--- src/include/acs_consts.vh ---
`ifndef ACS_CONSTS_VH
`define ACS_CONSTS_VH

// Clock rates
`define ACS_SYS_CLK_HZ 40000000
`define ACS_SYS_CLK_MHZ 40
`define ACS_CONV_CLK_HZ 153600
`define ACS_CONV_DIV (`ACS_SYS_CLK_HZ / `ACS_CONV_CLK_HZ)
`define ACS_ISCK_HZ 19200
`define ACS_ISCK_HALF (`ACS_SYS_CLK_HZ / (2 * `ACS_ISCK_HZ))

// Power-on reset pulse
`define ACS_POR_TIME_US 1000
`define ACS_POR_CYCLES (`ACS_POR_TIME_US * `ACS_SYS_CLK_MHZ)

// Conversion length and calibration tail, in conversion-clock cycles
`define ACS_CONV_LEN 10240
`define ACS_CAL_LEN 512

// Output word layout
`define ACS_WORD_BITS 24
`define ACS_LAST_BIT 5'h17
`define ACS_PEND_POS 23
`define ACS_FILL_POS 22
`define ACS_POL_POS 21
`define ACS_RESULT_BITS 21
`define ACS_OVER_WORD 24'h300000
`define ACS_UNDER_WORD 24'h0fffff

`endif

--- src/hw/acs_seq.v ---
// How it works
// - Cycle repeats: conversion, then sleep, then data output, forever.
// - Conversion done enters sleep; low power while chip select high.
// - Sleep holds the finished word unchanged in the shift register.
// - Chip select low moves sleep into the data output state.
// - Chip select high before first serial clock rise returns to sleep.
// - After first rise, shifting starts; chip select high aborts, new conversion.
// - Word shipped is from the conversion just finished, one per conversion.
// - Data changes on falling serial clock; host samples on rising edge.
// - Output ends after 24 bits or chip select high after first rise, then converts again.
// - Modes follow pin timing only; no configuration storage alters the cycle.
// - Full-scale calibration runs inside every conversion, timing unchanged.
// - No per-cycle offset calibration phase exists.
// - Low supply holds everything in internal reset.
// - Supply recovery gives a 1 ms reset pulse clearing all registers.
// - After the reset pulse a normal conversion starts.
// - Over and under range give distinct dedicated codes.
// - Clock mode from serial clock level at power up or chip select fall.
// - Data pin floats while chip select high; otherwise shows pending flag, except word bits while shifting.
// - Word: pending flag, low filler, polarity, 21 result bits MSB first.
`include "acs_consts.vh"
`default_nettype none

module acs_seq #(
   parameter [15:0] POR_CYCLES = `ACS_POR_CYCLES,
   parameter [13:0] CONV_LEN = `ACS_CONV_LEN,
   parameter [13:0] CAL_LEN = `ACS_CAL_LEN
) (
   input wire sys_clk,
   input wire rst_n,
   input wire supply_ok,
   input wire cs_n,
   input wire sck_in,
   input wire [20:0] result_mag,
   input wire result_pos,
   input wire over_range,
   input wire under_range,
   output reg sdo_out,
   output reg sdo_oe,
   output reg sck_out,
   output reg sck_oe,
   output reg conv_run,
   output reg fs_cal_run,
   output reg low_power,
   output reg int_reset,
   output reg sck_int_mode,
   output reg word_held
);

   localparam [3:0] ST_POR = 4'h1;
   localparam [3:0] ST_CONV = 4'h2;
   localparam [3:0] ST_SLEEP = 4'h4;
   localparam [3:0] ST_OUT = 4'h8;

   localparam integer CONV_DIV_INT = `ACS_CONV_DIV - 1;
   localparam integer ISCK_HALF_INT = `ACS_ISCK_HALF - 1;
   localparam [8:0] CONV_DIV_LAST = CONV_DIV_INT[8:0];
   localparam [10:0] ISCK_HALF_LAST = ISCK_HALF_INT[10:0];
   localparam [15:0] POR_LAST = POR_CYCLES - 16'h0001;
   localparam [13:0] CONV_LAST = CONV_LEN - 14'h0001;
   localparam [13:0] CAL_FIRST = CONV_LEN - CAL_LEN;

   wire [2:0] sync_q;
   wire supply_s;
   wire cs_s;
   wire sck_s;
   wire sck_eff;
   wire sck_rise;
   wire sck_fall;
   wire cs_fall;
   wire [23:0] new_word;

   reg [3:0] state_r;
   reg [15:0] por_cnt_r;
   reg [8:0] div_cnt_r;
   reg conv_tick_r;
   reg [13:0] conv_cnt_r;
   reg [23:0] shreg_r;
   reg [4:0] bit_cnt_r;
   reg started_r;
   reg sck_eff_d_r;
   reg cs_d_r;
   reg [10:0] isck_cnt_r;

   // Pins come from the host's domain
   acs_sync #(
      .W(3)
   ) u_sync (
      .sys_clk(sys_clk),
      .rst_n(rst_n),
      .d_in({supply_ok, cs_n, sck_in}),
      .q_out(sync_q)
   );

   assign supply_s = sync_q[2];
   assign cs_s = sync_q[1];
   assign sck_s = sync_q[0];

   // In internal mode the edges are our own generated clock
   assign sck_eff = sck_int_mode ? sck_out : sck_s;
   assign sck_rise = sck_eff & ~sck_eff_d_r;
   assign sck_fall = ~sck_eff & sck_eff_d_r;
   assign cs_fall = cs_d_r & ~cs_s;

   // Range codes take priority over the magnitude
   assign new_word = over_range ? `ACS_OVER_WORD :
                     under_range ? `ACS_UNDER_WORD :
                     {1'b0, 1'b0, result_pos, result_mag};

   // Conversion-clock enable, free running except during internal reset
   always @(posedge sys_clk or negedge rst_n)
   begin
      if (!rst_n)
      begin
         div_cnt_r <= 9'h000;
         conv_tick_r <= 1'b0;
      end
      else if (!supply_s || state_r == ST_POR)
      begin
         div_cnt_r <= 9'h000;
         conv_tick_r <= 1'b0;
      end
      else if (div_cnt_r == CONV_DIV_LAST)
      begin
         div_cnt_r <= 9'h000;
         conv_tick_r <= 1'b1;
      end
      else
      begin
         div_cnt_r <= div_cnt_r + 9'h001;
         conv_tick_r <= 1'b0;
      end
   end

   // Edge history for chip select and serial clock
   always @(posedge sys_clk or negedge rst_n)
   begin
      if (!rst_n)
      begin
         sck_eff_d_r <= 1'b0;
         cs_d_r <= 1'b1;
      end
      else
      begin
         sck_eff_d_r <= sck_eff;
         cs_d_r <= cs_s;
      end
   end

   // Internal serial clock: runs only while bits remain in the word
   always @(posedge sys_clk or negedge rst_n)
   begin
      if (!rst_n)
      begin
         isck_cnt_r <= 11'h000;
         sck_out <= 1'b0;
         sck_oe <= 1'b0;
      end
      else if (!supply_s || !sck_int_mode || state_r != ST_OUT || cs_s)
      begin
         isck_cnt_r <= 11'h000;
         sck_out <= 1'b0;
         sck_oe <= 1'b0;
      end
      else
      begin
         sck_oe <= 1'b1;
         if (isck_cnt_r == ISCK_HALF_LAST)
         begin
            isck_cnt_r <= 11'h000;
            sck_out <= ~sck_out;
         end
         else
         begin
            isck_cnt_r <= isck_cnt_r + 11'h001;
         end
      end
   end

   // Main cycle; no stored configuration exists, only pin timing steers it
   always @(posedge sys_clk or negedge rst_n)
   begin
      if (!rst_n)
      begin
         state_r <= ST_POR;
         por_cnt_r <= 16'h0000;
         conv_cnt_r <= 14'h0000;
         shreg_r <= 24'h000000;
         bit_cnt_r <= 5'h00;
         started_r <= 1'b0;
         sdo_out <= 1'b1;
         sdo_oe <= 1'b0;
         conv_run <= 1'b0;
         fs_cal_run <= 1'b0;
         low_power <= 1'b0;
         int_reset <= 1'b1;
         sck_int_mode <= 1'b0;
         word_held <= 1'b0;
      end
      else if (!supply_s)
      begin
         // Brown-out keeps the whole block cleared
         state_r <= ST_POR;
         por_cnt_r <= 16'h0000;
         conv_cnt_r <= 14'h0000;
         shreg_r <= 24'h000000;
         bit_cnt_r <= 5'h00;
         started_r <= 1'b0;
         sdo_out <= 1'b1;
         sdo_oe <= 1'b0;
         conv_run <= 1'b0;
         fs_cal_run <= 1'b0;
         low_power <= 1'b0;
         int_reset <= 1'b1;
         sck_int_mode <= 1'b0;
         word_held <= 1'b0;
      end
      else
      begin
         sdo_oe <= ~cs_s;
         if (cs_fall && state_r != ST_POR)
         begin
            sck_int_mode <= sck_s;
         end
         case (state_r)
            ST_POR:
            begin
               // Registers stay clear for the whole pulse
               int_reset <= 1'b1;
               shreg_r <= 24'h000000;
               sdo_out <= 1'b1;
               if (por_cnt_r == POR_LAST)
               begin
                  por_cnt_r <= 16'h0000;
                  int_reset <= 1'b0;
                  sck_int_mode <= sck_s;
                  state_r <= ST_CONV;
                  conv_cnt_r <= 14'h0000;
                  conv_run <= 1'b1;
               end
               else
               begin
                  por_cnt_r <= por_cnt_r + 16'h0001;
               end
            end
            ST_CONV:
            begin
               conv_run <= 1'b1;
               low_power <= 1'b0;
               word_held <= 1'b0;
               sdo_out <= 1'b1;
               bit_cnt_r <= 5'h00;
               started_r <= 1'b0;
               // Gain calibration shares the tail of the same conversion;
               // there is no offset phase, so length stays CONV_LEN
               fs_cal_run <= (conv_cnt_r >= CAL_FIRST);
               if (conv_tick_r)
               begin
                  if (conv_cnt_r == CONV_LAST)
                  begin
                     conv_cnt_r <= 14'h0000;
                     shreg_r <= new_word;
                     state_r <= ST_SLEEP;
                     conv_run <= 1'b0;
                     fs_cal_run <= 1'b0;
                     word_held <= 1'b1;
                     sdo_out <= 1'b0;
                  end
                  else
                  begin
                     conv_cnt_r <= conv_cnt_r + 14'h0001;
                  end
               end
            end
            ST_SLEEP:
            begin
               // Word is untouched here however long the host waits
               low_power <= cs_s;
               sdo_out <= shreg_r[`ACS_PEND_POS];
               if (!cs_s)
               begin
                  state_r <= ST_OUT;
                  low_power <= 1'b0;
                  started_r <= 1'b0;
                  bit_cnt_r <= 5'h00;
               end
            end
            ST_OUT:
            begin
               if (cs_s)
               begin
                  bit_cnt_r <= 5'h00;
                  started_r <= 1'b0;
                  if (!started_r)
                  begin
                     state_r <= ST_SLEEP;
                  end
                  else
                  begin
                     // Abort drops the rest of the word
                     state_r <= ST_CONV;
                     conv_cnt_r <= 14'h0000;
                     conv_run <= 1'b1;
                     word_held <= 1'b0;
                     sdo_out <= 1'b1;
                  end
               end
               else
               begin
                  if (sck_rise && !started_r)
                  begin
                     started_r <= 1'b1;
                  end
                  // Falls before the first rise are an idle clock, not data
                  if (sck_fall && started_r)
                  begin
                     if (bit_cnt_r == `ACS_LAST_BIT)
                     begin
                        bit_cnt_r <= 5'h00;
                        started_r <= 1'b0;
                        state_r <= ST_CONV;
                        conv_cnt_r <= 14'h0000;
                        conv_run <= 1'b1;
                        word_held <= 1'b0;
                        sdo_out <= 1'b1;
                     end
                     else
                     begin
                        shreg_r <= {shreg_r[22:0], 1'b0};
                        sdo_out <= shreg_r[`ACS_FILL_POS];
                        bit_cnt_r <= bit_cnt_r + 5'h01;
                     end
                  end
               end
            end
            default:
            begin
               state_r <= ST_POR;
               por_cnt_r <= 16'h0000;
            end
         endcase
      end
   end

endmodule // acs_seq

`default_nettype wire

--- src/hw/acs_sync.v ---
`default_nettype none

module acs_sync #(
   parameter W = 3
) (
   input wire sys_clk,
   input wire rst_n,
   input wire [W-1:0] d_in,
   output wire [W-1:0] q_out
);

   genvar i;
   generate
      for (i = 0; i < W; i = i + 1)
      begin : g_bit
         reg meta_r;
         reg sync_r;
         always @(posedge sys_clk or negedge rst_n)
         begin
            if (!rst_n)
            begin
               meta_r <= 1'b0;
               sync_r <= 1'b0;
            end
            else
            begin
               meta_r <= d_in[i];
               sync_r <= meta_r;
            end
         end
         assign q_out[i] = sync_r;
      end
   endgenerate

endmodule // acs_sync

`default_nettype wire

--- config.mk ---
export PLATFORM = sky130hd
export DESIGN_NAME = acs_seq
export DESIGN_NICKNAME = d
export VERILOG_FILES = /design/src/hw/acs_seq.v /design/src/hw/acs_sync.v
export VERILOG_INCLUDE_DIRS = /design/src /design/src/include
export SDC_FILE = /design/constraint.sdc
export NUM_CORES = 1
export LEC_CHECK = 0
export BUFFER_PORTS_ARGS = -buffer_cell sky130_fd_sc_hd__buf_4
export CELL_PAD_IN_SITES_DETAIL_PLACEMENT = 1
export CELL_PAD_IN_SITES_GLOBAL_PLACEMENT = 2
export CORE_ASPECT_RATIO = 0.5
export CORE_MARGIN = 3
export CORE_UTILIZATION = 35
export DETAILED_ROUTE_END_ITERATION = 8
export PLACE_DENSITY_LB_ADDON = 0.1
export SETUP_SLACK_MARGIN = 0.15
export SLEW_MARGIN = 20
export SYNTH_ARGS = -nofsm -noshare
export SYNTH_HDL_FRONTEND = slang
export SYNTH_SLANG_ARGS = --single-unit
--- constraint.sdc ---
create_clock -name sys_clk -period 2.4 [get_ports sys_clk]
set_input_delay 0.36 -clock sys_clk [delete_from_list [all_inputs] [get_ports sys_clk]]
set_output_delay 0.36 -clock sys_clk [all_outputs]
set_load 0.01 [all_outputs]
======== After elaboration in Yosys (flattened, before gate mapping) ========
Cells that the tools add are included.
storage, ports and cells
  register bits after elaboration ......... 103
  input port bits ......................... 29
  word-level logic and storage cells ...... 180
operators by class
  add/sub/neg operators ................... 5
  order comparisons ....................... 1
  equality and inequality tests ........... 29
  multiplexer cells ....................... 91
  bitwise logic cells ..................... 7
  reductions and logical operators ........ 20
operators with widths
  cell                                           count
  2-to-1 mux 24 bit                              6
  2-to-1 mux 14 bit                              8
  case mux 24 bit (3 select lines)               1
  2-to-1 mux 1 bit                               45
  2-to-1 mux 22 bit                              2
  case mux 14 bit (3 select lines)               1
  2-to-1 mux 16 bit                              2
  2-to-1 mux 4 bit                               8
  case mux 16 bit (2 select lines)               1
  inequality test 3 bit, second input constant   9
  2-to-1 mux 5 bit                               5
  2-to-1 mux 11 bit                              2
  2-to-1 mux 9 bit                               2
  AND reduction 6 bit                            3
  adder 16 x 1 -> 16 bit, second input constant  1
  == test 16 bit, second input constant          1
  inequality test 4 bit, second input constant   4
  case mux 4 bit (4 select lines)                1
  case mux 5 bit (3 select lines)                1
  adder 14 x 1 -> 14 bit, second input constant  1
  == test 14 bit, second input constant          1
  >= comparator 14 bit, second input constant    1
  adder 11 x 1 -> 11 bit, second input constant  1
  == test 11 bit, second input constant          1
  27 further kinds                               45

======== Logic depth before layout (Yosys ltp) ========
  depth after elaboration ................. 9
  gate-level depth with buffers ........... 8
  depth with buffers taken out ............ 6

======== By module ========
From an unflattened synthesis, not the netlist that was laid out.
unflattened totals
  cell total of the unflattened synthesis .. 550
  area total of the unflattened synthesis .. 5,270.1 um2
by module, submodules not included
  module    instances  cells each  area an instance (um2)
  acs_seq   1          541         5,097.4
  acs_sync  1          9           172.7

======== Least setup slack after synthesis ========
Ideal clock, no wire load.
  kind .................................... flip-flop to flip-flop
  start point ............................. register conv_cnt_r[0]
  end point ............................... register shreg_r[10]
  library setup time ...................... 0.128 ns
  arrival time ............................ 2.228 ns
  required time ........................... 2.272 ns
  path slack .............................. 0.045 ns
  stages on the path, launching flop included .. 8
  path buffers ............................ 1
  clock period less this slack ............ 2.355 ns
  cell sequence ........................... dfrtp_1 > ha_1 > nand2_1 > nor4_2 > a21oi_1 > nor3_4 > buf_4 > mux2_1
between the ends
  longest elaborated chain between the ends .. 3
RTL lines
  element                                 line           RTL
  start, declared                         acs_seq.v:77   reg [13:0] conv_cnt_r;
  start signal, assigned                  acs_seq.v:271  conv_cnt_r <= conv_cnt_r + 14'h0001;
  == test 14 bit                          acs_seq.v:259  if (conv_cnt_r == CONV_LAST)
  inequality test 3 bit (no source line)  --
  AND reduction 6 bit (no source line)    --
  end signal, assigned                    acs_seq.v:262  shreg_r <= new_word;
  end signal, assigned                    acs_seq.v:329  shreg_r <= {shreg_r[22:0], 1'b0};
  end, declared                           acs_seq.v:78   reg [23:0] shreg_r;
No other way between the ends.
A chain may end at the register's enable or synchronous reset.

======== Final worst setup path ========
  start point ............................. register por_cnt_r[13]
  end point ............................... register conv_cnt_r[7]
between the ends
  longest elaborated chain between the ends .. 3
RTL lines
  element                                 line           RTL
  start, declared                         acs_seq.v:74   reg [15:0] por_cnt_r;
  start signal, assigned                  acs_seq.v:243  por_cnt_r <= por_cnt_r + 16'h0001;
  == test 16 bit                          acs_seq.v:232  if (por_cnt_r == POR_LAST)
  inequality test 3 bit (no source line)  --
  AND reduction 6 bit (no source line)    --
No other way between the ends.

==> flow_summary.yaml <==
outcome:
  status: "finished clean"
synth:
  async_reset_ff_frac: 1.00
  yosysUniqueCellTypes: 65
  synth_seq_area_share: 0.486
  synth_area_sq_um: 5310
  ys.warnings.count: 0
  yosysMostFrequentCell: "dfrtp_1"
  syn_inst: 558
  synth.avg_cell_area_sq_um: 9.51
  synth_fp_nets: 594
  synth_edf_count: 0
  synth_ff_type: "dfrtp_1"
  synth_seq_cells: 103
  synth_largest_area_cell: "dfrtp_1"
  netlist_top_cells_count: "dfrtp_1 (99), nand2_1 (64), nor2_1 (57), o21ai_0 (57), nand3_1 (22)"
  yosys-top-cells-area: "dfrtp_1 (47%), o21ai_0 (5.4%), nand2_1 (4.5%), nor2_1 (4.0%), mux2_1 (3.8%)"
  synth_top_area_share: 0.467
detailed_routing:
  dr.first_iter.drc_count: 294
  drc: 0
  vias: 4382
  routed_wl_um: 13900
  ant_nets: 0
  firstDrtPassIters: 4
  avgRoutedWirePerCell_um: 16.8
  via_per_inst: 5.29
pwr:
  internal-power_w: 0.00259
  power.share.clock: 0.410
  p_sw_frac: 0.240
  finalPower_w: 0.00341
  p_comb_frac: 0.070
  power.switching_w: 0.000816
  irDropWorstVdd_v: 0.000321
  seqPwrFrac: 0.519
  powerDensity_nw_per_um2: 527
  p_leak_nw: 2.90
sta:
  clock_skew_ns: 0.0102
  drv_slew: 0
  hold_ws_ns: 0.0686
  slew_headroom: 0.479
  setup_violations: 0
  finalCriticalPeriod_ns: 2.25
  hold_viol_final: 0
  tightest_slew_ns: 0.781
  post-route-period-util: 0.936
  rsz0062_at_grt: "true"
  fmax_mhz: 445
  setup_slack_ns: 0.153
layout:
  final_area_sq_um: 6470
  final_util: 0.441
  final_nets: 661
  syn2layout_area_growth_pct: 21.9
  num_antenna_cells: 0
  multi_input_area_sq_um: 2600
  drive_gt1_frac: 0.211
  seqCellArea_sq_um: 2580
  fill_cells: 1697
worst_setup_path:
  slowest_delay_ns: 0.56
  cp_cell_sequence: "or4bb_1, nor4_4, nor2_2, or3_4, a221o_1"
  crit_end: "conv_cnt_r[7]"
  worst_setup_path_start_kind: "flip-flop"
  r2r_cells: 5
  worstReg2RegStart: "por_cnt_r[13]"
  critPathBufInv: 0
  worst_ep_arrival_time_ns: 2.47
  r2r-end: "conv_cnt_r[7]"
  path_class: "reg -> reg"
  worst-path-max-fanout: 10
  slowest_stage: "or4bb_1"
  worstPathRequired_ns: 2.62
  critPathLaunch: "por_cnt_r[13]"
  r2r_setup_slack_ns: 0.15
  critPathTopFamily: "simple AND/OR/NAND/NOR gates"
  endpoint_kind: "flip-flop"
  cp.depth: 5
die:
  die-area_sq_um: 16800
  io_pins: 39
  die_w_um: 180
  core_area_sq_um: 14700
  die_h_um: 93.1
  fp-row-count: 31
  initial_core_util: 0.362
clocking:
  clock_latency_ns: 0.34
  cts_tree: "done"
  cts_hold_buf: 0
  clock_sinks: 103
  cts_made_buffers: 9
  cts_buffer_depth: 2
  cts-root-buf: "clkbuf_16"
  cts_max_level: 3
  clk_pin_slew_ns: 0.07
placed_design:
  gp_congestion: 0.725
  dp_slack_ns: -0.0112
  place_area_sq_um: 6050
  portBuffers: 38
  place_hpwl_um: 9500
grt:
  grtUsageTotal: 0.169
  grt_pass1_vias: 4507
  grt.overflow.total: 0
  grt_max_degree: 104
  grt_pass1_wl_um: 23300
  antenna_found_initial: 0
run:
  maxCapViolations: 0
hold_path:
  min_path_type: "in -> async"
==> cells by family (layout without fill, tap and decap cells) <==
logic type	Yosys count	in the layout	share of synthesized area
simple gates	234	234	0.225
compound gates	122	122	0.144
flops	103	103	0.486
buf+inv	45	117	0.0370
mux	30	30	0.0622
xor+xnor	17	17	0.0280
fa+ha+maj	7	7	0.0165
==> registers in the layout, indices dropped and copies added (netlist names), 4 cells and up <==
name,count
div_cnt_r,9
bit_cnt_r,5
conv_cnt_r,14
state_r,4
shreg_r,24
por_cnt_r,16
isck_cnt_r,11
==> layer usage <==
layer  track usage  up-vias  wire [um]
met5             0        -          0
met4        0.0287        0         91
met3        0.0373       11        432
met2         0.267       51       6240
met1         0.243     2194       7180
li1              -     2126          -
==> layout by cell type (no fill, tap or decap), drive strengths merged, types with 7 or more instances in the layout <==
master  netlist  final
xor2         12     12
dfrtp        99     99
clkbuf       18     13
nand2        64     64
inv          20     20
a21oi        20     20
buf           7     79
ha            7      7
nand3        22     22
or3          10     10
nand4        13     13
o21ai        58     58
and2          7      7
nor2         57     57
nor2b        10     10
and3         13     13
mux2         24     24
nor3         13     13
==> through the flow <==
stage / std cells / TNS (ns)
2_1_floorplan: 558 / 0
3_3_place_gp: 805 / 0
3_5_place_dp: 805 / -0.0112
4_1_cts: 821 / 0
5_1_grt: 828 / 0
6_report: 828 / 0
==> what timing repair did <==
item / CTS / global route
pin swaps: 1 / 1
cloned: 0 / 3
setup endpoints to repair: 9 / 37
resized for setup: 1 / 8
setup buffers: 0 / 4
==> power by group through the flow <==
stage	Sequential [W]	Clock, W	Combinational [W]
2_1_floorplan	0.00180	0	0.000100
6_report	0.00177	0.00140	0.000240
4_1_cts	0.00177	0.00146	0.000227
5_1_grt	0.00177	0.00152	0.000268
3_3_place_gp	0.00180	0	0.000223
3_5_place_dp	0.00180	0	0.000225
==> layout make-up <==
type	instances	area share
inverter	20	0.0116
tap	198	0.0383
sequential	103	0.399
timing repair buffer	81	0.106
multi-input combinational	410	0.402
clock inverter	5	0.00522
clock buffer	11	0.0375
==> worst min-delay path by stage <==
| stage | endpoint | slack [ns] |
|---|---|---|
| after floorplan | bit_cnt_r[0] | 0.06 |
| after global placement | u_sync.g_bit[2].sync_r | 0.33 |
| after detailed placement | u_sync.g_bit[2].sync_r | 0.34 |
| after CTS | shreg_r[11] | 0.11 |
| after global routing | shreg_r[6] | 0.11 |
| final | shreg_r[6] | 0.07 |
(Power assumes the default switching activity.)
